<file path="src/core/quirk_params.svh">
// Offsets, field positions, masks and reset values of the emulator register bank.
// Assumes inclusion by bare name from the package and the port monitor.
`ifndef QUIRK_PARAMS_SVH
`define QUIRK_PARAMS_SVH

`define REG_COUNT 17
`define IDX_W 5

// Register indices; the APB byte address is four times the index
`define OFF_PIN_FUNCTION_SELECT_ONE 16'hffe0
`define OFF_PIN_FUNCTION_SELECT_FIVE 16'hffe1
`define OFF_PIN_FUNCTION_SELECT_THREE 16'hffe2
`define OFF_PORT_DIRECTION_ONE 16'hffe4
`define OFF_PORT_DIRECTION_TWO 16'hffe5
`define OFF_PORT_DIRECTION_SEVEN 16'hffea
`define OFF_PORT_DIRECTION_EIGHT 16'hffeb
`define OFF_WATCHDOG_CONTROL_STATUS 16'hffc0
`define OFF_SYSTEM_CONTROL_ONE 16'hfff0
`define OFF_SYSTEM_CONTROL_TWO 16'hfff1
`define OFF_INTERRUPT_ENABLE_ONE 16'hfff4
`define OFF_INTERRUPT_ENABLE_TWO 16'hfff5
`define OFF_INTERRUPT_REQUEST_ONE 16'hfff6
`define OFF_INTERRUPT_REQUEST_TWO 16'hfff7
`define OFF_MODULE_STANDBY_ONE 16'hfff9
`define OFF_MODULE_STANDBY_TWO 16'hfffa
`define OFF_MODULE_STANDBY_THREE 16'hfffb
`define OFF_RESERVED_WRITE_STATUS 16'hff00

// Addresses with no storage behind them
`define OFF_LOW_VOLTAGE_DETECT_CONTROL 16'hf730
`define OFF_LOW_VOLTAGE_DETECT_STATUS 16'hf731
`define OFF_FLASH_MODE_CONTROL_ONE 16'hf790
`define OFF_FLASH_MODE_CONTROL_TWO 16'hf791
`define OFF_FLASH_POWER_CONTROL 16'hf792
`define OFF_FLASH_BLOCK_SELECT 16'hf793
`define OFF_FLASH_ACCESS_ENABLE 16'hf79b

// Bits software must write as zero
`define MASK_PIN_FUNCTION_SELECT_ONE 8'h01
`define MASK_PIN_FUNCTION_SELECT_FIVE 8'hc0
`define MASK_PIN_FUNCTION_SELECT_THREE 8'he0
`define MASK_PORT_DIRECTION_ONE 8'h08
`define MASK_PORT_DIRECTION_TWO 8'he0
`define MASK_PORT_DIRECTION_SEVEN 8'h88
`define MASK_PORT_DIRECTION_EIGHT 8'h1f
`define MASK_SYSTEM_CONTROL_ONE 8'h08
`define MASK_SYSTEM_CONTROL_TWO 8'h40
`define MASK_INTERRUPT_ENABLE_ONE 8'h40
`define MASK_INTERRUPT_ENABLE_TWO 8'hc0
`define MASK_MODULE_STANDBY_ONE 8'h85
`define MASK_MODULE_STANDBY_TWO 8'h68
`define MASK_MODULE_STANDBY_THREE 8'h01
`define MASK_NONE 8'h00

`define REG_RESET 8'h00
`define ABSENT_READ 8'h00
`define WDT_COUNT_ENABLE_BIT 2
`define RSV_STICKY_BIT 7

`endif

</file>
<file path="src/core/quirk_pkg.sv">
// Types shared by the emulator register bank and its surroundings.
// Assumes quirk_params.svh is on the include path.
`include "quirk_params.svh"

package quirk_pkg;

	typedef logic [7:0] byte_t;

	typedef struct packed {
		byte_t pin_function_select_one;
		byte_t pin_function_select_five;
		byte_t pin_function_select_three;
		byte_t port_direction_one;
		byte_t port_direction_two;
		byte_t port_direction_seven;
		byte_t port_direction_eight;
		byte_t watchdog_control_status;
		byte_t system_control_one;
		byte_t system_control_two;
		byte_t interrupt_enable_one;
		byte_t interrupt_enable_two;
		byte_t interrupt_request_one;
		byte_t interrupt_request_two;
		byte_t module_standby_one;
		byte_t module_standby_two;
		byte_t module_standby_three;
	} reg_bank_t;

endpackage

</file>
<file path="src/core/emulator_register_quirks.sv">
// Peripheral control register bank as the emulation target sees it, on an APB slave port.
// Assumes an APB master on clk; all register outputs feed logic on the same clock.
`timescale 1ns/1ps

module emulator_register_quirks
	import quirk_pkg::*;
(
	input wire logic clk,
	input wire logic rst_b,
	input wire logic ce,
	input wire logic psel,
	input wire logic penable,
	input wire logic pwrite,
	input wire logic [31:0] paddr,
	input wire logic [31:0] pwdata,
	input wire logic [3:0] pstrb,
	output logic [31:0] prdata,
	output logic pready,
	output logic pslverr,
	output reg_bank_t reg_bank,
	output logic watchdog_count_en
);

	function automatic logic [15:0] offset_of(input int unsigned i);
		unique case (i)
			0: offset_of = `OFF_PIN_FUNCTION_SELECT_ONE;
			1: offset_of = `OFF_PIN_FUNCTION_SELECT_FIVE;
			2: offset_of = `OFF_PIN_FUNCTION_SELECT_THREE;
			3: offset_of = `OFF_PORT_DIRECTION_ONE;
			4: offset_of = `OFF_PORT_DIRECTION_TWO;
			5: offset_of = `OFF_PORT_DIRECTION_SEVEN;
			6: offset_of = `OFF_PORT_DIRECTION_EIGHT;
			7: offset_of = `OFF_WATCHDOG_CONTROL_STATUS;
			8: offset_of = `OFF_SYSTEM_CONTROL_ONE;
			9: offset_of = `OFF_SYSTEM_CONTROL_TWO;
			10: offset_of = `OFF_INTERRUPT_ENABLE_ONE;
			11: offset_of = `OFF_INTERRUPT_ENABLE_TWO;
			12: offset_of = `OFF_INTERRUPT_REQUEST_ONE;
			13: offset_of = `OFF_INTERRUPT_REQUEST_TWO;
			14: offset_of = `OFF_MODULE_STANDBY_ONE;
			15: offset_of = `OFF_MODULE_STANDBY_TWO;
			default: offset_of = `OFF_MODULE_STANDBY_THREE;
		endcase
	endfunction

	// Bits that must be written as zero; flagged in the status register, never forced
	function automatic logic [7:0] zero_mask_of(input int unsigned i);
		unique case (i)
			0: zero_mask_of = `MASK_PIN_FUNCTION_SELECT_ONE;
			1: zero_mask_of = `MASK_PIN_FUNCTION_SELECT_FIVE;
			2: zero_mask_of = `MASK_PIN_FUNCTION_SELECT_THREE;
			3: zero_mask_of = `MASK_PORT_DIRECTION_ONE;
			4: zero_mask_of = `MASK_PORT_DIRECTION_TWO;
			5: zero_mask_of = `MASK_PORT_DIRECTION_SEVEN;
			6: zero_mask_of = `MASK_PORT_DIRECTION_EIGHT;
			8: zero_mask_of = `MASK_SYSTEM_CONTROL_ONE;
			9: zero_mask_of = `MASK_SYSTEM_CONTROL_TWO;
			10: zero_mask_of = `MASK_INTERRUPT_ENABLE_ONE;
			11: zero_mask_of = `MASK_INTERRUPT_ENABLE_TWO;
			14: zero_mask_of = `MASK_MODULE_STANDBY_ONE;
			15: zero_mask_of = `MASK_MODULE_STANDBY_TWO;
			16: zero_mask_of = `MASK_MODULE_STANDBY_THREE;
			default: zero_mask_of = `MASK_NONE;
		endcase
	endfunction

	function automatic logic is_absent(input logic [15:0] off);
		is_absent = (off == `OFF_LOW_VOLTAGE_DETECT_CONTROL)
			|| (off == `OFF_LOW_VOLTAGE_DETECT_STATUS)
			|| (off == `OFF_FLASH_MODE_CONTROL_ONE)
			|| (off == `OFF_FLASH_MODE_CONTROL_TWO)
			|| (off == `OFF_FLASH_POWER_CONTROL)
			|| (off == `OFF_FLASH_BLOCK_SELECT)
			|| (off == `OFF_FLASH_ACCESS_ENABLE);
	endfunction

	logic [7:0] regs [`REG_COUNT];
	logic [`REG_COUNT-1:0] hit;
	logic [`REG_COUNT-1:0] bad_write;
	logic addr_in_range;
	logic [15:0] addr_index;
	logic status_hit;
	logic absent_hit;
	logic answer_ready;
	logic access_done;
	logic write_done;
	logic byte_write;
	logic [7:0] wbyte;
	logic [7:0] next_rdata;
	logic next_err;
	logic [7:0] rsv_status;
	logic any_bad;
	logic [`IDX_W-1:0] bad_index;

	// Word-aligned index decode; anything above the 16-bit index space is unmapped
	assign addr_in_range = (paddr[31:18] == 14'h0000) && (paddr[1:0] == 2'h0);
	assign addr_index = paddr[17:2];
	assign status_hit = addr_in_range && (addr_index == `OFF_RESERVED_WRITE_STATUS);
	assign absent_hit = addr_in_range && is_absent(addr_index);

	// Read data is captured in the setup cycle, so the access phase answers at once
	assign pready = psel && penable && answer_ready && ce;
	assign access_done = pready;
	assign write_done = access_done && pwrite;
	assign byte_write = write_done && pstrb[0];
	assign wbyte = pwdata[7:0];

	genvar g;
	generate
		for (g = 0; g < `REG_COUNT; g++) begin : gen_reg
			assign hit[g] = addr_in_range && (addr_index == offset_of(g));
			assign bad_write[g] = byte_write && hit[g] && ((wbyte & zero_mask_of(g)) != 8'h00);

			// Every bit keeps what software wrote, reserved ones included
			always_ff @(posedge clk or negedge rst_b) begin
				if (!rst_b) begin
					regs[g] <= `REG_RESET;
				end else if (ce && byte_write && hit[g]) begin
					regs[g] <= wbyte;
				end
			end
		end
	endgenerate

	always_comb begin
		bad_index = '0;
		for (int i = 0; i < `REG_COUNT; i++) begin
			if (bad_write[i]) begin
				bad_index = i[`IDX_W-1:0];
			end
		end
	end
	assign any_bad = |bad_write;

	// Sticky flag in bit 7, index of the last offending register in the low bits;
	// a new offence in the clearing cycle keeps the flag set
	always_ff @(posedge clk or negedge rst_b) begin
		if (!rst_b) begin
			rsv_status <= `REG_RESET;
		end else if (ce) begin
			if (any_bad) begin
				rsv_status <= {1'b1, 2'h0, bad_index};
			end else if (byte_write && status_hit && wbyte[`RSV_STICKY_BIT]) begin
				rsv_status[`RSV_STICKY_BIT] <= 1'b0;
			end
		end
	end

	always_comb begin
		next_rdata = 8'h00;
		next_err = 1'b1;
		if (status_hit) begin
			next_rdata = rsv_status;
			next_err = 1'b0;
		end else if (absent_hit) begin
			next_rdata = `ABSENT_READ;
			next_err = 1'b0;
		end else begin
			for (int i = 0; i < `REG_COUNT; i++) begin
				if (hit[i]) begin
					next_rdata = regs[i];
					next_err = 1'b0;
				end
			end
		end
	end

	// Answer is prepared once per transfer and dropped when the transfer completes
	always_ff @(posedge clk or negedge rst_b) begin
		if (!rst_b) begin
			answer_ready <= 1'b0;
			prdata <= 32'h0000_0000;
			pslverr <= 1'b0;
		end else if (ce) begin
			if (access_done) begin
				answer_ready <= 1'b0;
			end else if (psel && !answer_ready) begin
				answer_ready <= 1'b1;
				prdata <= {24'h00_0000, pwrite ? 8'h00 : next_rdata};
				pslverr <= next_err;
			end
		end
	end

	assign reg_bank.pin_function_select_one = regs[0];
	assign reg_bank.pin_function_select_five = regs[1];
	assign reg_bank.pin_function_select_three = regs[2];
	assign reg_bank.port_direction_one = regs[3];
	assign reg_bank.port_direction_two = regs[4];
	assign reg_bank.port_direction_seven = regs[5];
	assign reg_bank.port_direction_eight = regs[6];
	assign reg_bank.watchdog_control_status = regs[7];
	assign reg_bank.system_control_one = regs[8];
	assign reg_bank.system_control_two = regs[9];
	assign reg_bank.interrupt_enable_one = regs[10];
	assign reg_bank.interrupt_enable_two = regs[11];
	assign reg_bank.interrupt_request_one = regs[12];
	assign reg_bank.interrupt_request_two = regs[13];
	assign reg_bank.module_standby_one = regs[14];
	assign reg_bank.module_standby_two = regs[15];
	assign reg_bank.module_standby_three = regs[16];

	// The watchdog stays idle after reset until software sets the bit
	assign watchdog_count_en = regs[7][`WDT_COUNT_ENABLE_BIT];

endmodule

</file>
<file path="config.mk">
export PLATFORM = sky130hd
export DESIGN_NAME = emulator_register_quirks
export DESIGN_NICKNAME = d
export VERILOG_FILES = /design/src/core/quirk_pkg.sv /design/src/core/emulator_register_quirks.sv
export VERILOG_INCLUDE_DIRS = /design/src /design/src/core
export SDC_FILE = /design/constraint.sdc
export NUM_CORES = 1
export LEC_CHECK = 0
export BUFFER_PORTS_ARGS = -buffer_cell sky130_fd_sc_hd__buf_2
export CAP_MARGIN = 10
export CORE_ASPECT_RATIO = 1.75
export CORE_MARGIN = 3
export CORE_UTILIZATION = 54
export CTS_BUF_LIST = sky130_fd_sc_hd__clkbuf_4
export DETAILED_ROUTE_END_ITERATION = 6
export PLACE_DENSITY = 0.92
export SLEW_MARGIN = 20
export SYNTH_ARGS = -nofsm -noshare
export SYNTH_HDL_FRONTEND = slang
export SYNTH_SLANG_ARGS = --single-unit
</file>
<file path="constraint.sdc">
create_clock -name clk -period 2.6 [get_ports clk]
set_input_delay 0.13 -clock clk [delete_from_list [all_inputs] [get_ports clk]]
set_output_delay 0.13 -clock clk [all_outputs]
set_load 0.02 [all_outputs]
</file>
==> results.py, run 1 <==
metrics = {
    "outcome": {
        "status": "finished with violations",
        "failed_checks": "DRC",
    },
    "clock_tree": {
        "cts_tree": "yes",
        "cts_resized": 0,
        "htreeDepth": 4,
        "cts-buffers-inserted": 17,
        "path_clk_slew_ps": 160,
        "clock_sinks": 152,
        "clockBufferDepth": 2,
        "clock_latency_ps": 570,
        "cts-root-buf": "clkbuf_4",
    },
    "sta": {
        "fin_ws_ps": 243,
        "fmax_ghz": 0.424,
        "tns_ps": 0,
        "skew_ps": 20.4,
        "worstMarginPinSlew_ps": 683,
        "rsz0062_at_grt": "no",
        "setup_viol": 0,
        "finalHoldViolCount": 0,
        "slew_headroom_pct": 53.3,
        "post-route-min-period_ps": 2360,
        "slew_violations": 0,
        "holdWs_ps": 60.0,
        "post-route-period-util_pct": 90.7,
    },
    "routing": {
        "avgRoutedWirePerCell_um": 25.1,
        "num_vias": 8076,
        "ant_nets": 0,
        "drc": 1,
        "drt_iter0_drc": 830,
        "firstDrtPassIters": 7,
        "drt_wl_total_um": 30800,
        "drt-vias-per-instance": 6.58,
    },
    "floorplanning": {
        "num_rows": 59,
        "die_x_um": 99.2,
        "start_util_pct": 55.1,
        "ios": 245,
        "dieArea_sq_um": 16800,
        "core_area_sq_um": 14900,
        "dieHeight_um": 169,
    },
    "grt": {
        "grt_pass1_vias": 8220,
        "antenna_found_initial": 1,
        "grt_max_degree": 70,
        "grt_usage_pct": 36.6,
        "grt_pass1_wl_um": 46800,
        "gr-total-overflow": 0,
    },
    "min_path": {
        "hp-start": "pwdata[4]",
        "holdCritPathClass": "in2reg",
    },
    "worst_setup_path": {
        "critical_path_required_ps": 3050,
        "criticalPathCategory": "reg2reg",
        "end_kind": "flop",
        "crit_path_start": "answer_ready",
        "arrival_ps": 2810,
        "r2r_start": "answer_ready",
        "crit_fanout": 9,
        "critPathLaunchType": "flop",
    },
    "synthesis": {
        "synthFlopType": "dfrtp_1",
        "synth-edff-count": 0,
        "syn-cell-area_sq_um": 8210,
        "synth_area_per_cell_sq_um": 10.7,
        "yosysSeqAreaShare_pct": 46.3,
        "ys_warn_count": 0,
        "ys_types": 70,
        "async_flop_share_pct": 100,
        "synth-seq-cells": 152,
        "synthCells": 769,
    },
    "job": {
        "drv_cap": 0,
    },
    "cells_and_area": {
        "syn_to_final_growth_pct": 24.6,
        "final.fill_count": 1165,
        "drive_gt1_share_pct": 46.0,
        "final_nets": 1105,
    },
    "power": {
        "p_per_area_nw_per_um2": 441,
        "total_power_mw": 4.51,
        "ir_drop_v": 0.000434,
        "leakagePower_nw": 5.41,
    },
    "place": {
        "port-buffer-count": 193,
        "pre_cts_ws_ps": 122,
        "gp_congestion": 1.02,
        "dpl.hpwl_um": 23200,
    },
}
==> registers in the layout (all words and copies together), names as in the netlist <==
signal and count:
pslverr 1, rsv_status 6, prdata 8, reg_bank 136, answer_ready 1
==> path summary, 6_finish.rpt <==
kind	depth (start not counted)	endpoint	slack (ps)
worst max-delay path	6	reg_bank[116]	240
worst min-delay path	4	reg_bank[44]	60
worst max register to register	6	reg_bank[116]	240
worst min register to register	1	rsv_status[3]	500
max in group asynchronous	3	reg_bank[93]	1740
min in group asynchronous	2	reg_bank[42]	100
==> synth_stat cells, drive strengths merged, types with 17 or more instances <==
master  instances  area, sq um
clkbuf         25         96.3
o21ai          34          170
nor4           19          199
nand3          17         85.1
dfrtp         152         3800
mux2          130         1460
buf            48          312
nand4          20          144
nor2           40          163
nand2          85          319
a21oi          22          110
a22oi          18          135
==> cell usage in the layout, fill, tap and decap left out, drive strengths merged, types with 20 or more instances in the layout <==
cell type and n:
buf 286, dfrtp 152, mux2 130, nand2 85, nor2 40, o21ai 34, conb 24, a21oi 22
nand4 20
==> logic make-up after synthesis <==
kind of cell,after synthesis,share of synthesized area (%)
muxes,135,18.4
other,1,0.0457
AOI/OAI and AO/OA,152,12.9
buffers and inverters,81,5.33
DFF,152,46.3
and+or+nand+nor,248,16.9
==> critical path, cell delays in order, from the launching register on <==
cell,delay [ps]
dfrtp_1,410
and4_1,270
and3_1,500
nand4_1,330
nor2_2,210
buf_4,200
mux2_2,350
==> layer usage <==
layer / GRT usage (%) / part of all wire [%] / vias to the layer above
li1: - / - / 3352
met1: 40.2 / 32 / 3911
met2: 63.5 / 51 / 605
met3: 4.78 / 8.1 / 208
met4: 26.9 / 8.6 / 0
met5: 0 / 0 / -
==> report_power, final <==
group / internal (mW) / switching, mW
Clock: 0.725 / 0.988
Combinational: 0.123 / 0.292
Sequential: 2.38 / 0.00835
Total: 3.23 / 1.29
==> per-stage QoR <==
step                      util, %  cells  cell area, sq um
after floorplan                 -    792              8300
after global placement       65.9   1188              9830
after detailed placement     65.9   1188              9830
after CTS                    68.6   1227             10200
after global routing         68.6   1228             10200
final                        68.6   1228             10200
==> timing repair <==
item / 4_1_cts / 5_1_grt
hold buffers: 7 / 0
setup buffers: 0 / 0
hold endpoints to repair: 69 / 0
==> cell type report <==
type / instances / area [sq um] / share of cell area [%]
Timing Repair Buffer: 293 / 1780 / 17.4
Antenna cell: 1 / 2.50 / 0.0245
Sequential cell: 152 / 3800 / 37.2
Clock inverter: 13 / 185 / 1.81
Tap cell: 183 / 229 / 2.24
Inverter: 8 / 30.0 / 0.294
Multi-Input combinational cell: 559 / 4060 / 39.7
Clock buffer: 19 / 143 / 1.39
(Power assumes the default switching activity.)
==> run 2: changes to the inputs <==
--- a/config.mk
+++ b/config.mk
@@ -6,6 +6,7 @@
 export SDC_FILE = /design/constraint.sdc
 export NUM_CORES = 1
 export LEC_CHECK = 0
+export ABC_AREA = 1
 export BUFFER_PORTS_ARGS = -buffer_cell sky130_fd_sc_hd__buf_2
 export CAP_MARGIN = 10
 export CORE_ASPECT_RATIO = 1.75
@@ -18,3 +19,4 @@
 export SYNTH_ARGS = -nofsm -noshare
 export SYNTH_HDL_FRONTEND = slang
 export SYNTH_SLANG_ARGS = --single-unit
+export TNS_END_PERCENT = 10
==> results.py, run 2 <==
metrics = {
    "outcome": {
        "status": "complete, no violations",
    },
    "grt": {
        "grt_pass1_wl_um": 42400,
        "antenna_found_initial": 1,
        "gr-total-overflow": 0,
        "grt_usage_pct": 32.1,
        "grt_pass1_vias": 8174,
        "grt_max_degree": 81,
    },
    "min_path": {
        "holdCritPathClass": "in2reg",
        "hold_depth": 7,
        "hold_end": "prdata[6]",
        "hp-start": "paddr[6]",
    },
    "synthesis": {
        "yosysTopAreaCell": "dfrtp_1",
        "async_flop_share_pct": 100,
        "ys_types": 49,
        "yosys-top-cells-area": "dfrtp_1 45%, nand2_1 16%, o21ai_0 9.0%",
        "yosysMostFrequentCell": "nand2_1",
        "synthCells": 1121,
        "ys_warn_count": 0,
        "syn-cell-area_sq_um": 8360,
        "synthFlopType": "dfrtp_1",
        "synthTopCellsByCount": "362 x nand2_1, 152 x dfrtp_1, 151 x o21ai_0, 134 x inv_1, 61 x nor2_1",
        "synth_area_per_cell_sq_um": 7.46,
        "yosysSeqAreaShare_pct": 45.5,
        "yosysTopAreaCellShare_pct": 45.5,
        "synth-seq-cells": 152,
        "synth-edff-count": 0,
    },
    "routing": {
        "top_layer_used": "met4",
        "drt-vias-per-instance": 5.50,
        "drt-met1-wl_um": 9440,
        "route.met3.wl_um": 2280,
        "num_vias": 8508,
        "drt_wl_total_um": 27500,
        "drt_iter0_drc": 880,
        "route.met2.wl_um": 13800,
        "drc": 0,
        "firstDrtPassIters": 5,
        "avgRoutedWirePerCell_um": 17.8,
        "ant_nets": 0,
    },
    "sta": {
        "slew_headroom_pct": 50.1,
        "worstMarginPinSlew_ps": 748,
        "post-route-min-period_ps": 2390,
        "tns_ps": 0,
        "rsz0062_at_grt": "no",
        "setup_viol": 0,
        "fmax_ghz": 0.418,
        "post-route-period-util_pct": 92.1,
        "finalHoldViolCount": 0,
        "slew_violations": 0,
        "skew_ps": 21.6,
        "holdWs_ps": 124,
    },
    "worst_setup_path": {
        "end_kind": "flop",
        "r2r-end": "rsv_status[0]",
        "arrival_ps": 2840,
        "reg2reg_slack_ps": 210,
        "critPathLaunchType": "flop",
        "crit_fanout": 11,
        "criticalPathCategory": "reg2reg",
        "critical_path_required_ps": 3050,
        "rr_worst_depth": 11,
        "r2r_start": "answer_ready",
    },
    "power": {
        "p_per_area_nw_per_um2": 429,
        "p_seq_share_pct": 54.9,
        "ir_drop_v": 0.000294,
        "total_power_mw": 4.33,
        "clock_power_share_pct": 38.0,
        "combPwrFrac_pct": 7.1,
        "intPower_mw": 3.14,
        "leakagePower_nw": 5.52,
        "power_switching_mw": 1.19,
        "switching_share_pct": 27.4,
    },
    "place": {
        "gp_congestion": 1.03,
        "dpl.hpwl_um": 20700,
        "place_area_sq_um": 9630,
        "port-buffer-count": 193,
    },
    "clock_tree": {
        "cts-root-buf": "clkbuf_4",
        "clock_latency_ps": 570,
        "cts_tree": "yes",
        "cts-buffers-inserted": 17,
        "htreeDepth": 4,
        "path_clk_slew_ps": 140,
        "clockBufferDepth": 2,
        "post_cts_buffers": 0,
        "clock_sinks": 152,
    },
    "floorplanning": {
        "num_rows": 59,
        "core_area_sq_um": 15100,
        "die_x_um": 100,
        "dieHeight_um": 171,
        "dieArea_sq_um": 17100,
        "start_util_pct": 55.5,
        "ios": 245,
    },
    "cells_and_area": {
        "drive_gt1_share_pct": 25.4,
        "largest_reg_flops": 136,
        "final_nets": 1424,
        "final.fill_count": 1278,
        "final_cell_mix": "362 x nand2_1, 192 x buf_2, 152 x dfrtp_1",
        "syn_to_final_growth_pct": 20.7,
        "stdcell_area_sq_um": 10100,
        "layout_commonest_cell": "nand2_1",
    },
    "job": {
        "drv_cap": 0,
    },
}
==> run 2: stage by stage <==
step | cells | utilization, % | worst slack [ps]
after floorplan | 1144 | - | 533
after global placement | 1501 | 63.9 | -4.07
after detailed placement | 1501 | 63.9 | -78.4
after CTS | 1545 | 66.9 | 87.2
after global routing | 1546 | 67.0 | 67.5
final | 1546 | 67.0 | 207
==> run 2: kinds of logic (layout without fill, tap and decap cells) <==
group / count (synthesis) / count (layout) / synth area share (%)
AO/OA/AOI/OAI: 185 / 185 / 11.7
buffers and inverters: 218 / 436 / 11.7
flip-flops: 152 / 152 / 45.5
other: 1 / 25 / 0.0449
AND/OR/NAND/NOR: 565 / 565 / 31.1
==> run 2: worst max-delay path by stage <==
stage / from / to / slack, ps / cells past startpoint
floorplan: answer_ready / rsv_status[0] / 530 / 13
global placement: answer_ready / rsv_status[1] / -4 / 12
detailed placement: answer_ready / rsv_status[7] / -80 / 12
CTS: answer_ready / rsv_status[7] / 90 / 12
global route: answer_ready / rsv_status[0] / 70 / 12
finish: answer_ready / rsv_status[0] / 210 / 11
==> run 2: cell type report <==
cell class | instances | area [sq um] | share of cell area [%]
Clock buffer | 17 | 128 | 1.27
Sequential cell | 152 | 3800 | 37.7
Multi-Input combinational cell | 774 | 3670 | 36.4
Clock inverter | 14 | 190 | 1.89
Tap cell | 183 | 229 | 2.27
Inverter | 154 | 586 | 5.81
Antenna cell | 1 | 2.50 | 0.0248
Timing Repair Buffer | 251 | 1480 | 14.6
==> run 2: repair_timing <==
action | 4_1_cts | 5_1_grt
gates resized for setup | 1 | 1
setup endpoints to repair | 6 | 6
hold buffers | 13 | 0
pin swaps | 0 | 0
endpoints found under the hold margin | 116 | 0
==> run 2: layer usage <==
metal | GRT usage (%) | vias up
met5 | 0 | -
met1 | 37.0 | 3906
li1 | - | 3958
met3 | 5.59 | 134
met4 | 19.5 | 0
met2 | 55.0 | 510
==> run 2: power groups by stage <==
stage	sequential (mW)	combinational, mW	clock (mW)
floorplan	2.43	0.149	0
global route	2.38	0.333	1.75
finish	2.38	0.307	1.64
global placement	2.42	0.282	0
detailed placement	2.42	0.286	0
CTS	2.38	0.304	1.65
==> run 2: critical path, cell delays in order, from the launching register on <==
cell	delay, ps
dfrtp_1	410
nand3_1	110
inv_1	120
nand3_2	290
buf_4	270
nor2_4	110
inv_1	180
o21ai_1	270
nor4_1	110
nand2_1	90
inv_2	80
a211o_1	260
